`src/dmc_pkg.sv`:
```
package dmc_pkg;
    localparam logic [7:0] DMC_CMD_RD_PROG = 8'h0b;
    localparam logic [7:0] DMC_CMD_WR_DATA = 8'h0c;
    localparam logic [7:0] DMC_CMD_RD_DATA = 8'h0d;
    localparam logic [7:0] DMC_CMD_PROG_CRC = 8'h0e;
    localparam logic [7:0] DMC_BLOCKED_BYTE = 8'hff;
    localparam logic [15:0] DMC_BLOCKED_CRC = 16'hffff;
    localparam logic [15:0] DMC_CRC_SEED = 16'hffff;
    localparam logic [15:0] DMC_CRC_POLY = 16'h1021;
    localparam int DMC_PROG_SIZE = 8192;

    typedef enum logic [8:0] {
        DMC_IDLE = 9'h001,
        DMC_ADDR_H = 9'h002,
        DMC_ADDR_L = 9'h004,
        DMC_SIZE_H = 9'h008,
        DMC_SIZE_L = 9'h010,
        DMC_XFER = 9'h020,
        DMC_CRC_RUN = 9'h040,
        DMC_CRC_HI = 9'h080,
        DMC_CRC_LO = 9'h100
    } dmc_state_e;
endpackage

```
`src/dmc_crc16.sv`:
```
`timescale 1ns/1ps
module dmc_crc16
    import dmc_pkg::*;
(
    // Control
    input wire logic ref_clk_i,
    input wire logic rst_i,
    input wire logic ce_i,
    input wire logic clear_i,
    input wire logic valid_i,
    input wire logic [7:0] data_i,
    // Result
    output logic [15:0] crc_o
);
    function automatic logic [15:0] crc_step(input logic [15:0] c,
                                             input logic [7:0] d);
        logic [15:0] r;
        r = c;
        for (int i = 7; i >= 0; i--)
        begin
            if (r[15] ^ d[i])
                r = {r[14:0], 1'b0} ^ DMC_CRC_POLY;
            else
                r = {r[14:0], 1'b0};
        end
        return r;
    endfunction

    always_ff @(posedge ref_clk_i)
    begin
        if (rst_i)
            crc_o <= DMC_CRC_SEED;
        else if (ce_i)
        begin
            if (clear_i)
                crc_o <= DMC_CRC_SEED;
            else if (valid_i)
                crc_o <= crc_step(crc_o, data_i);
        end
    end
endmodule

```
`src/dmc_debug_cmd.sv`:
```
`timescale 1ns/1ps
module dmc_debug_cmd
    import dmc_pkg::*;
#(
    parameter int PROG_SIZE = DMC_PROG_SIZE
)
(
    // Clock and reset
    input wire logic ref_clk_i,
    input wire logic rst_i,
    input wire logic ce_i,
    // Device state
    input wire logic halted_i,
    input wire logic read_protect_i,
    // Bytes from the debug serial line
    input wire logic rx_valid_i,
    input wire logic [7:0] rx_data_i,
    // Bytes to the debug serial line
    output logic tx_valid_o,
    output logic [7:0] tx_data_o,
    input wire logic tx_ready_i,
    // Program memory read port, data valid while strobe stands
    output logic prog_rd_o,
    output logic [15:0] prog_addr_o,
    input wire logic [7:0] prog_data_i,
    // Data memory port, read data valid while strobe stands
    output logic data_rd_o,
    output logic data_wr_o,
    output logic [15:0] data_addr_o,
    output logic [7:0] data_wdata_o,
    input wire logic [7:0] data_rdata_i,
    // Status
    output logic busy_o
);
    localparam logic [15:0] LAST_PROG = 16'(PROG_SIZE - 1);

    dmc_state_e state_reg;
    logic [7:0] cmd_reg;
    logic [15:0] addr_reg;
    logic [16:0] left_reg;
    logic rd_pend_reg;
    logic from_prog_reg;
    logic crc_pend_reg;
    logic crc_last_reg;
    logic [15:0] crc_val;
    logic rd_cmd;
    logic prog_ok;
    logic data_ok;

    assign rd_cmd = (cmd_reg == DMC_CMD_RD_PROG) ||
                    (cmd_reg == DMC_CMD_RD_DATA);
    assign prog_ok = halted_i && !read_protect_i;
    assign data_ok = halted_i;

    // ------------------------------------------------------------
    // Command sequencing
    // ------------------------------------------------------------
    always_ff @(posedge ref_clk_i)
    begin
        if (rst_i)
        begin
            state_reg <= DMC_IDLE;
            cmd_reg <= 8'h00;
            addr_reg <= 16'h0000;
            left_reg <= 17'h00000;
        end
        else if (ce_i)
        begin
            case (state_reg)
                DMC_IDLE:
                    if (rx_valid_i)
                    begin
                        cmd_reg <= rx_data_i;
                        if (rx_data_i == DMC_CMD_PROG_CRC)
                        begin
                            addr_reg <= 16'h0000;
                            state_reg <= DMC_CRC_RUN;
                        end
                        else if (rx_data_i == DMC_CMD_RD_PROG ||
                                 rx_data_i == DMC_CMD_WR_DATA ||
                                 rx_data_i == DMC_CMD_RD_DATA)
                            state_reg <= DMC_ADDR_H;
                    end
                DMC_ADDR_H:
                    if (rx_valid_i)
                    begin
                        addr_reg[15:8] <= rx_data_i;
                        state_reg <= DMC_ADDR_L;
                    end
                DMC_ADDR_L:
                    if (rx_valid_i)
                    begin
                        addr_reg[7:0] <= rx_data_i;
                        state_reg <= DMC_SIZE_H;
                    end
                DMC_SIZE_H:
                    if (rx_valid_i)
                    begin
                        left_reg <= {1'b0, rx_data_i, 8'h00};
                        state_reg <= DMC_SIZE_L;
                    end
                DMC_SIZE_L:
                    if (rx_valid_i)
                    begin
                        // Zero size means a full 64K transfer
                        if (left_reg[15:8] == 8'h00 && rx_data_i == 8'h00)
                            left_reg <= 17'h10000;
                        else
                            left_reg <= {left_reg[16:8], rx_data_i};
                        state_reg <= DMC_XFER;
                    end
                DMC_XFER:
                begin
                    if ((rd_cmd && tx_valid_o && tx_ready_i) ||
                        (!rd_cmd && rx_valid_i))
                    begin
                        addr_reg <= addr_reg + 16'h0001;
                        left_reg <= left_reg - 17'h00001;
                        if (left_reg == 17'h00001)
                            state_reg <= DMC_IDLE;
                    end
                end
                DMC_CRC_RUN:
                begin
                    // One byte per clock: delay tracks program size
                    if (addr_reg != LAST_PROG)
                        addr_reg <= addr_reg + 16'h0001;
                    if (crc_last_reg)
                        state_reg <= DMC_CRC_HI;
                end
                DMC_CRC_HI:
                    if (tx_valid_o && tx_ready_i)
                        state_reg <= DMC_CRC_LO;
                DMC_CRC_LO:
                    if (tx_valid_o && tx_ready_i)
                        state_reg <= DMC_IDLE;
                default:
                    state_reg <= DMC_IDLE;
            endcase
        end
    end

    // ------------------------------------------------------------
    // Memory strobes
    // ------------------------------------------------------------
    always_ff @(posedge ref_clk_i)
    begin
        if (rst_i)
        begin
            prog_rd_o <= 1'b0;
            prog_addr_o <= 16'h0000;
            data_rd_o <= 1'b0;
            data_wr_o <= 1'b0;
            data_addr_o <= 16'h0000;
            data_wdata_o <= 8'h00;
            rd_pend_reg <= 1'b0;
            from_prog_reg <= 1'b0;
            crc_pend_reg <= 1'b0;
            crc_last_reg <= 1'b0;
        end
        else if (ce_i)
        begin
            prog_rd_o <= 1'b0;
            data_rd_o <= 1'b0;
            data_wr_o <= 1'b0;
            crc_pend_reg <= 1'b0;
            rd_pend_reg <= 1'b0;
            if (state_reg == DMC_XFER && rd_cmd && !tx_valid_o &&
                !rd_pend_reg)
            begin
                rd_pend_reg <= 1'b1;
                from_prog_reg <= (cmd_reg == DMC_CMD_RD_PROG);
                prog_addr_o <= addr_reg;
                data_addr_o <= addr_reg;
                prog_rd_o <= (cmd_reg == DMC_CMD_RD_PROG) && prog_ok;
                data_rd_o <= (cmd_reg == DMC_CMD_RD_DATA) && data_ok;
            end
            if (state_reg == DMC_XFER && !rd_cmd && rx_valid_i)
            begin
                data_addr_o <= addr_reg;
                data_wdata_o <= rx_data_i;
                data_wr_o <= prog_ok;
            end
            crc_last_reg <= 1'b0;
            if (state_reg == DMC_CRC_RUN && !crc_last_reg)
            begin
                prog_addr_o <= addr_reg;
                prog_rd_o <= 1'b1;
                crc_pend_reg <= 1'b1;
                crc_last_reg <= (addr_reg == LAST_PROG);
            end
        end
    end

    // ------------------------------------------------------------
    // Reply bytes
    // ------------------------------------------------------------
    always_ff @(posedge ref_clk_i)
    begin
        if (rst_i)
        begin
            tx_valid_o <= 1'b0;
            tx_data_o <= 8'h00;
        end
        else if (ce_i)
        begin
            if (tx_valid_o && tx_ready_i)
                tx_valid_o <= 1'b0;
            if (rd_pend_reg)
            begin
                tx_valid_o <= 1'b1;
                if (from_prog_reg)
                    tx_data_o <= prog_ok ? prog_data_i
                                         : DMC_BLOCKED_BYTE;
                else
                    tx_data_o <= data_ok ? data_rdata_i
                                         : DMC_BLOCKED_BYTE;
            end
            // Load one cycle into CRC_HI so the last byte is folded in
            if (state_reg == DMC_CRC_HI && !tx_valid_o)
            begin
                tx_valid_o <= 1'b1;
                tx_data_o <= halted_i ? crc_val[15:8]
                                      : DMC_BLOCKED_CRC[15:8];
            end
            if (state_reg == DMC_CRC_HI && tx_valid_o && tx_ready_i)
            begin
                tx_valid_o <= 1'b1;
                tx_data_o <= halted_i ? crc_val[7:0]
                                      : DMC_BLOCKED_CRC[7:0];
            end
        end
    end

    always_ff @(posedge ref_clk_i)
    begin
        if (rst_i)
            busy_o <= 1'b0;
        else if (ce_i)
            busy_o <= (state_reg != DMC_IDLE);
    end

    dmc_crc16 u_crc
    (
        .ref_clk_i(ref_clk_i),
        .rst_i(rst_i),
        .ce_i(ce_i),
        .clear_i(state_reg == DMC_IDLE),
        .valid_i(crc_pend_reg),
        .data_i(prog_data_i),
        .crc_o(crc_val)
    );
endmodule

```
`config.mk`:
```
export PLATFORM = sky130hd
export DESIGN_NAME = dmc_debug_cmd
export DESIGN_NICKNAME = d
export VERILOG_FILES = /design/src/dmc_pkg.sv /design/src/dmc_crc16.sv /design/src/dmc_debug_cmd.sv
export SDC_FILE = /design/constraint.sdc
export NUM_CORES = 1
export LEC_CHECK = 0
export ABC_CLOCK_PERIOD_IN_PS = 2900
export BUFFER_PORTS_ARGS = -buffer_cell sky130_fd_sc_hd__buf_4
export CORE_MARGIN = 10
export CORE_UTILIZATION = 25
export CTS_CLUSTER_SIZE = 16
export DETAILED_ROUTE_END_ITERATION = 10
export PLACE_DENSITY = 0.38
export SETUP_SLACK_MARGIN = 0.05
export SYNTH_ARGS = -nofsm -noshare
export SYNTH_HDL_FRONTEND = slang
export SYNTH_HIERARCHICAL = 1
export SYNTH_SLANG_ARGS = --single-unit
export TNS_END_PERCENT = 100
```
`constraint.sdc`:
```
create_clock -name ref_clk_i -period 2.9 [get_ports ref_clk_i]
set_input_delay 0.58 -clock ref_clk_i [delete_from_list [all_inputs] [get_ports ref_clk_i]]
set_output_delay 0.58 -clock ref_clk_i [all_outputs]
set_load 0.005 [all_outputs]
```
After elaboration in Yosys (flattened, before gate mapping):

Cells that the tools add are included.

* add/sub/neg operators: 2
* equal/unequal tests: 33
* muxes and demuxes: 85
* bitwise gates (word level): 16
* reduce and logical (&&, ||, !) cells: 49

Operators with widths (count)
* 16-bit two-way mux: 37
* 9-bit two-way mux: 12
* 13-bit two-way mux: 8
* 9-bit case mux with 9 select lines: 1
* 8-bit two-way mux: 9
* 17-bit two-way mux: 4
* 8-bit case mux with 4 select lines: 2
* 17-bit case mux with 3 select lines: 1
* 8-bit by 4-bit equality test with 1-bit output, second input constant: 6
* 2-bit inequality test, second input constant: 13
* 3-bit inverter: 8
* 17-bit by 1-bit equality test with 1-bit output, second input constant: 1
* 1-bit logical AND: 17
* 17-bit by 1-bit subtractor with 17-bit output, second input constant: 1
* 16-bit by 1-bit adder with 16-bit output, second input constant: 1
* 16-bit by 13-bit equality test with 1-bit output, second input constant: 1
* 8-bit zero test: 2
* 16-bit by 13-bit inequality test with 1-bit output, second input constant: 1
* 2-bit AND reduction: 7
* 7-bit AND reduction: 2
* 12-bit AND reduction: 1
* 4-bit nonzero test: 3
* 1-bit two-way mux: 11
* 9-bit by 1-bit equality test with 1-bit output, second input constant: 1
* other kinds (18): 35

* register bits after elaboration: 123

Longest topological paths before layout:

* depth in word-level cells: 46
* mapped depth: 10

By module:

Netlist, hierarchy kept.

By module, submodules not included
* dmc_debug_cmd: times used 1, cells an instance 742, area an instance 6155.9 µm², seq. area each 2142.1 µm²
* dmc_crc16: times used 1, cells an instance 79, area an instance 784.5 µm², seq. area each 320.3 µm²

Least setup slack after synthesis:

Ideal clock, no wire load.

* kind: register -> register
* start point: register state_reg[0]
* end point: register addr_reg[0]
* arrival time: 2.571 ns
* required time: 2.777 ns
* setup slack: 0.206 ns
* cell stages (with the launch flop): 9
* buffers on the path: 3
* period minus slack after synthesis: 2.694 ns
* cells stage by stage: dfxtp_1 > buf_6 > or4_4 > buf_6 > or4_1 > o32ai_2 > or3_1 > buf_2 > mux2_1

* cells in the longest elaborated chain, start to end: 3

Ends and longest elaborated chain
* start, declared: RTL line dmc_debug_cmd.sv:37 `dmc_state_e state_reg;`
* start signal, assigned: RTL line dmc_debug_cmd.sv:62 `state_reg <= DMC_IDLE;`
* start signal, assigned: RTL line dmc_debug_cmd.sv:77 `state_reg <= DMC_CRC_RUN;`
* start signal, assigned: RTL line dmc_debug_cmd.sv:82 `state_reg <= DMC_ADDR_H;`
* 9-bit by 6-bit equality test with 1-bit output (tied with other cells): RTL line dmc_debug_cmd.sv:69 `case (state_reg)`
* 4-bit nonzero test (no source line) or 2-bit inequality test (tied branches)
* 7-bit AND reduction (no source line)
* end signal, assigned: RTL line dmc_debug_cmd.sv:93 `addr_reg[7:0] <= rx_data_i;`
* end signal, assigned: RTL line dmc_debug_cmd.sv:117 `addr_reg <= addr_reg + 16'h0001;`
* end signal, assigned: RTL line dmc_debug_cmd.sv:127 `addr_reg <= addr_reg + 16'h0001;`
* end, declared: RTL line dmc_debug_cmd.sv:39 `logic [15:0] addr_reg;`

Several ways; a longest one is shown, not always the timed one.
A chain may end at the register's enable or synchronous reset.

Worst setup path after layout:

* start point: register state_reg[7]
* end point: register addr_reg[5]

Same word-level chain as after synthesis.

==> qor.tcl <==
set qor(status) {finished clean}
set qor(globalRoute.busiestLayer) {met2}
set qor(drv.max_cap_violation_count) 0
set qor(ys_seq_area_share_pct) 35.5
set qor(number_of_placed_i_o_pins) 84
set qor(critical_path_required_ps) 3210
set qor(drt_first_pass_iters) 8
set qor(syn_nets) 855
set qor(timing.final.crit_share_pct) 91.1
set qor(ys_seq_elements) 123
set qor(layout.core_utilization_pct) 32.5
set qor(setup_repair_after_global_routing_missed_its_margin) {no}
set qor(post_layout_nonfiller_instances) 1304
set qor(sequentialPowerShare_pct) 41.7
set qor(final.setup.tns_ps) 0
set qor(power.static_leakage_nw) 3.37
set qor(max-slew-margin-rel_pct) 56.8
set qor(synth_async_sr_flop_share_pct) 0
set qor(gr-total-overflow) 0
set qor(p_sw_share_pct) 25.6
set qor(antenna_cells) 0
set qor(drt_iter0_markers) 460
set qor(grt.met3_usage_pct) 3.00
set qor(routed_wl_um) 25000
set qor(largest_reg_flops) 17
set qor(crit_path_max_fanout) 8
set qor(root_buffer_selected_by_cts) {sky130_fd_sc_hd__clkbuf_16}
set qor(irDropWorstVdd_mv) 0.282
set qor(finalPower_mw) 4.09
set qor(post-place-cells) 1272
set qor(post_synthesis_cell_type_with_the_largest_combined_area) {sky130_fd_sc_hd__dfxtp_1}
set qor(timing_max_transition_violations_final) 0
set qor(cts.clk_slew.worst_paths_ps) 60
set qor(total_switching_power_mw) 1.05
set qor(post_cts.repair.setup_buffers) 0
set qor(report.final.hold_viol_count) 0
set qor(avgViaCountPerCell) 5.04
set qor(antenna_found_initial) 0
set qor(std_cell_rows) 60
set qor(endpoint_kind) {flip-flop}
set qor(finalSetupViolCount) 0
set qor(grt_max_degree) 59
set qor(final_nets) 953
set qor(grt_util_met1_pct) 19.1
set qor(synth-edff-count) 0
set qor(yosys_most_used_dff) {sky130_fd_sc_hd__dfxtp_1}
set qor(synth_top_area_share_pct) 35.5
set qor(clockBufferDepth) 2
set qor(grt_pass1_wl_um) 39500
set qor(synth_cell_type_count) 72
set qor(globalplace.congestion) 0.803
set qor(design.core.area_um2) 27100
set qor(numClockSinks) 123
set qor(min_cycle_time_layout_ps) 2640
set qor(cts_tree) {yes}
set qor(routedWlPerCell_um) 19.1
set qor(cts_max_level) 4
set qor(hold_buffers) 0
set qor(syn_area_per_cell_um2) 8.45
set qor(die_w_um) 187
set qor(power.combinational.fraction_pct) 6.5
set qor(ys_warn_count) 6
set qor(vias) 6567
set qor(fin_skew_ps) 12.7
set qor(clock_power_share_pct) 51.8
set qor(total_grt_usage_pct) 14.1
set qor(setup.worst_path.class) {flip-flop to flip-flop}
set qor(synthToLayoutAreaGrowth_pct) 27.1
set qor(antenna_violating_nets_post_route) 0
set qor(synth_commonest_cells) {sky130_fd_sc_hd__dfxtp_1, sky130_fd_sc_hd__nor2_1, sky130_fd_sc_hd__mux2i_1, sky130_fd_sc_hd__clkbuf_1}
set qor(power_density_nw_per_um2) 463
set qor(worstMarginPinSlew_ps) 649
set qor(post-route-drc-count) 0
set qor(post_cts_resize_count) 0
set qor(synth.area.top_cells) {sky130_fd_sc_hd__dfxtp_1, sky130_fd_sc_hd__mux2i_1, sky130_fd_sc_hd__nor2_1}
set qor(die_y_um) 187
set qor(power_report.internal_total_mw) 3.04
set qor(yosys.cell_count.top_type) {sky130_fd_sc_hd__dfxtp_1}
set qor(design.die.area_um2) 34800
set qor(groute.layer.met2.usage_pct) 21.7
set qor(post-dp-hpwl_um) 17800
set qor(portBuffers) 83
set qor(worst_skew_pair_later_pin_latency_ps) 430
set qor(fmax_ghz) 0.379
set qor(post_synth_instance_area_um2) 6940
set qor(vias_in_the_first_global_route) 6635
set qor(initial_utilization_pct) 25.6
set qor(post_route_cells_drive_above_1_share_pct) 22.0
set qor(netlist_instances) 821
set qor(dp_slack_ps) -102
set qor(critical_path_data_arrival_time_ps) 2950
set qor(start_kind) {flip-flop}
set qor(cts_buffers) 17
set qor(hp-class) {input port to flip-flop}
set qor(finalWorstSetupSlack_ps) 259
[cells by family after synthesis]
kind of cell	count (synthesis)	share of synthesized area [%]
buffers and inverters	82	5.12
adders and majority gates	3	0.541
DFF	123	35.5
and+or+nand+nor	318	24.4
AOI/OAI and AO/OA	192	19.4
muxes	66	9.70
xor gates and xnor gates	37	5.32
[per-layer routing]
metal  up-vias  share of wire, %
met1      3170                49
met5         -                 0
met3        18               3.4
met4         0               1.8
met2       136                45
li1       3243                 -
[per-stage QoR]
| step | area [um^2] | hold WS (ps) |
|---|---|---|
| final | 8820 | 458 |
| after global routing | 8820 | 463 |
| after CTS | 8810 | 441 |
| after detailed placement | 8240 | 465 |
| after global placement | 8240 | 461 |
| after floorplan | 6940 | 454 |
[final cells by class]
cell class,instances,area (um^2)
clock buffers,20,457
well taps,372,465
multi-input cells,616,4140
inverters,18,67.6
repair buffers,143,1110
clock inverters,12,114
flip-flops and latches,123,2460
fillers,2884,18300
[worst paths after layout]
| path | startpoint | endpoint | slack [ps] | depth (start not counted) |
|---|---|---|---|---|
| worst min register to register | data_rd_o | data_rd_o | 470 | 2 |
| worst max register to register | state_reg[7] | addr_reg[5] | 260 | 5 |
| worst min-delay path | halted_i | tx_data_o[6] | 460 | 2 |
| worst max-delay path | state_reg[7] | addr_reg[5] | 260 | 5 |
[cell usage in the layout, fill, tap and decap left out, drive strengths merged, types with 23 or more instances in the layout]
cell,netlist,final
dfxtp,123,123
a21oi,38,38
nor2,99,99
a31oi,23,23
mux2i,56,56
nor4,25,25
o22ai,24,24
nand4,24,24
nand2,38,38
buf,19,143
xnor2,25,25
nand2b,28,28
[power by group through the flow]
stage	sequential [mW]	combinational, mW	clock, mW
after floorplan	1.74	0.154	0
after global placement	1.74	0.269	0
after detailed placement	1.74	0.266	0
after CTS	1.70	0.267	2.18
after global routing	1.70	0.291	2.25
final	1.70	0.265	2.12
[critical path, cell delays in order (launching register included)]
cell and delay (ps):
sky130_fd_sc_hd__dfxtp_1 310, sky130_fd_sc_hd__or4_4 620, sky130_fd_sc_hd__or4_1 570, sky130_fd_sc_hd__o32ai_2 300, sky130_fd_sc_hd__or3_1 370, sky130_fd_sc_hd__mux2_1 350
(Power assumes the default switching activity.)
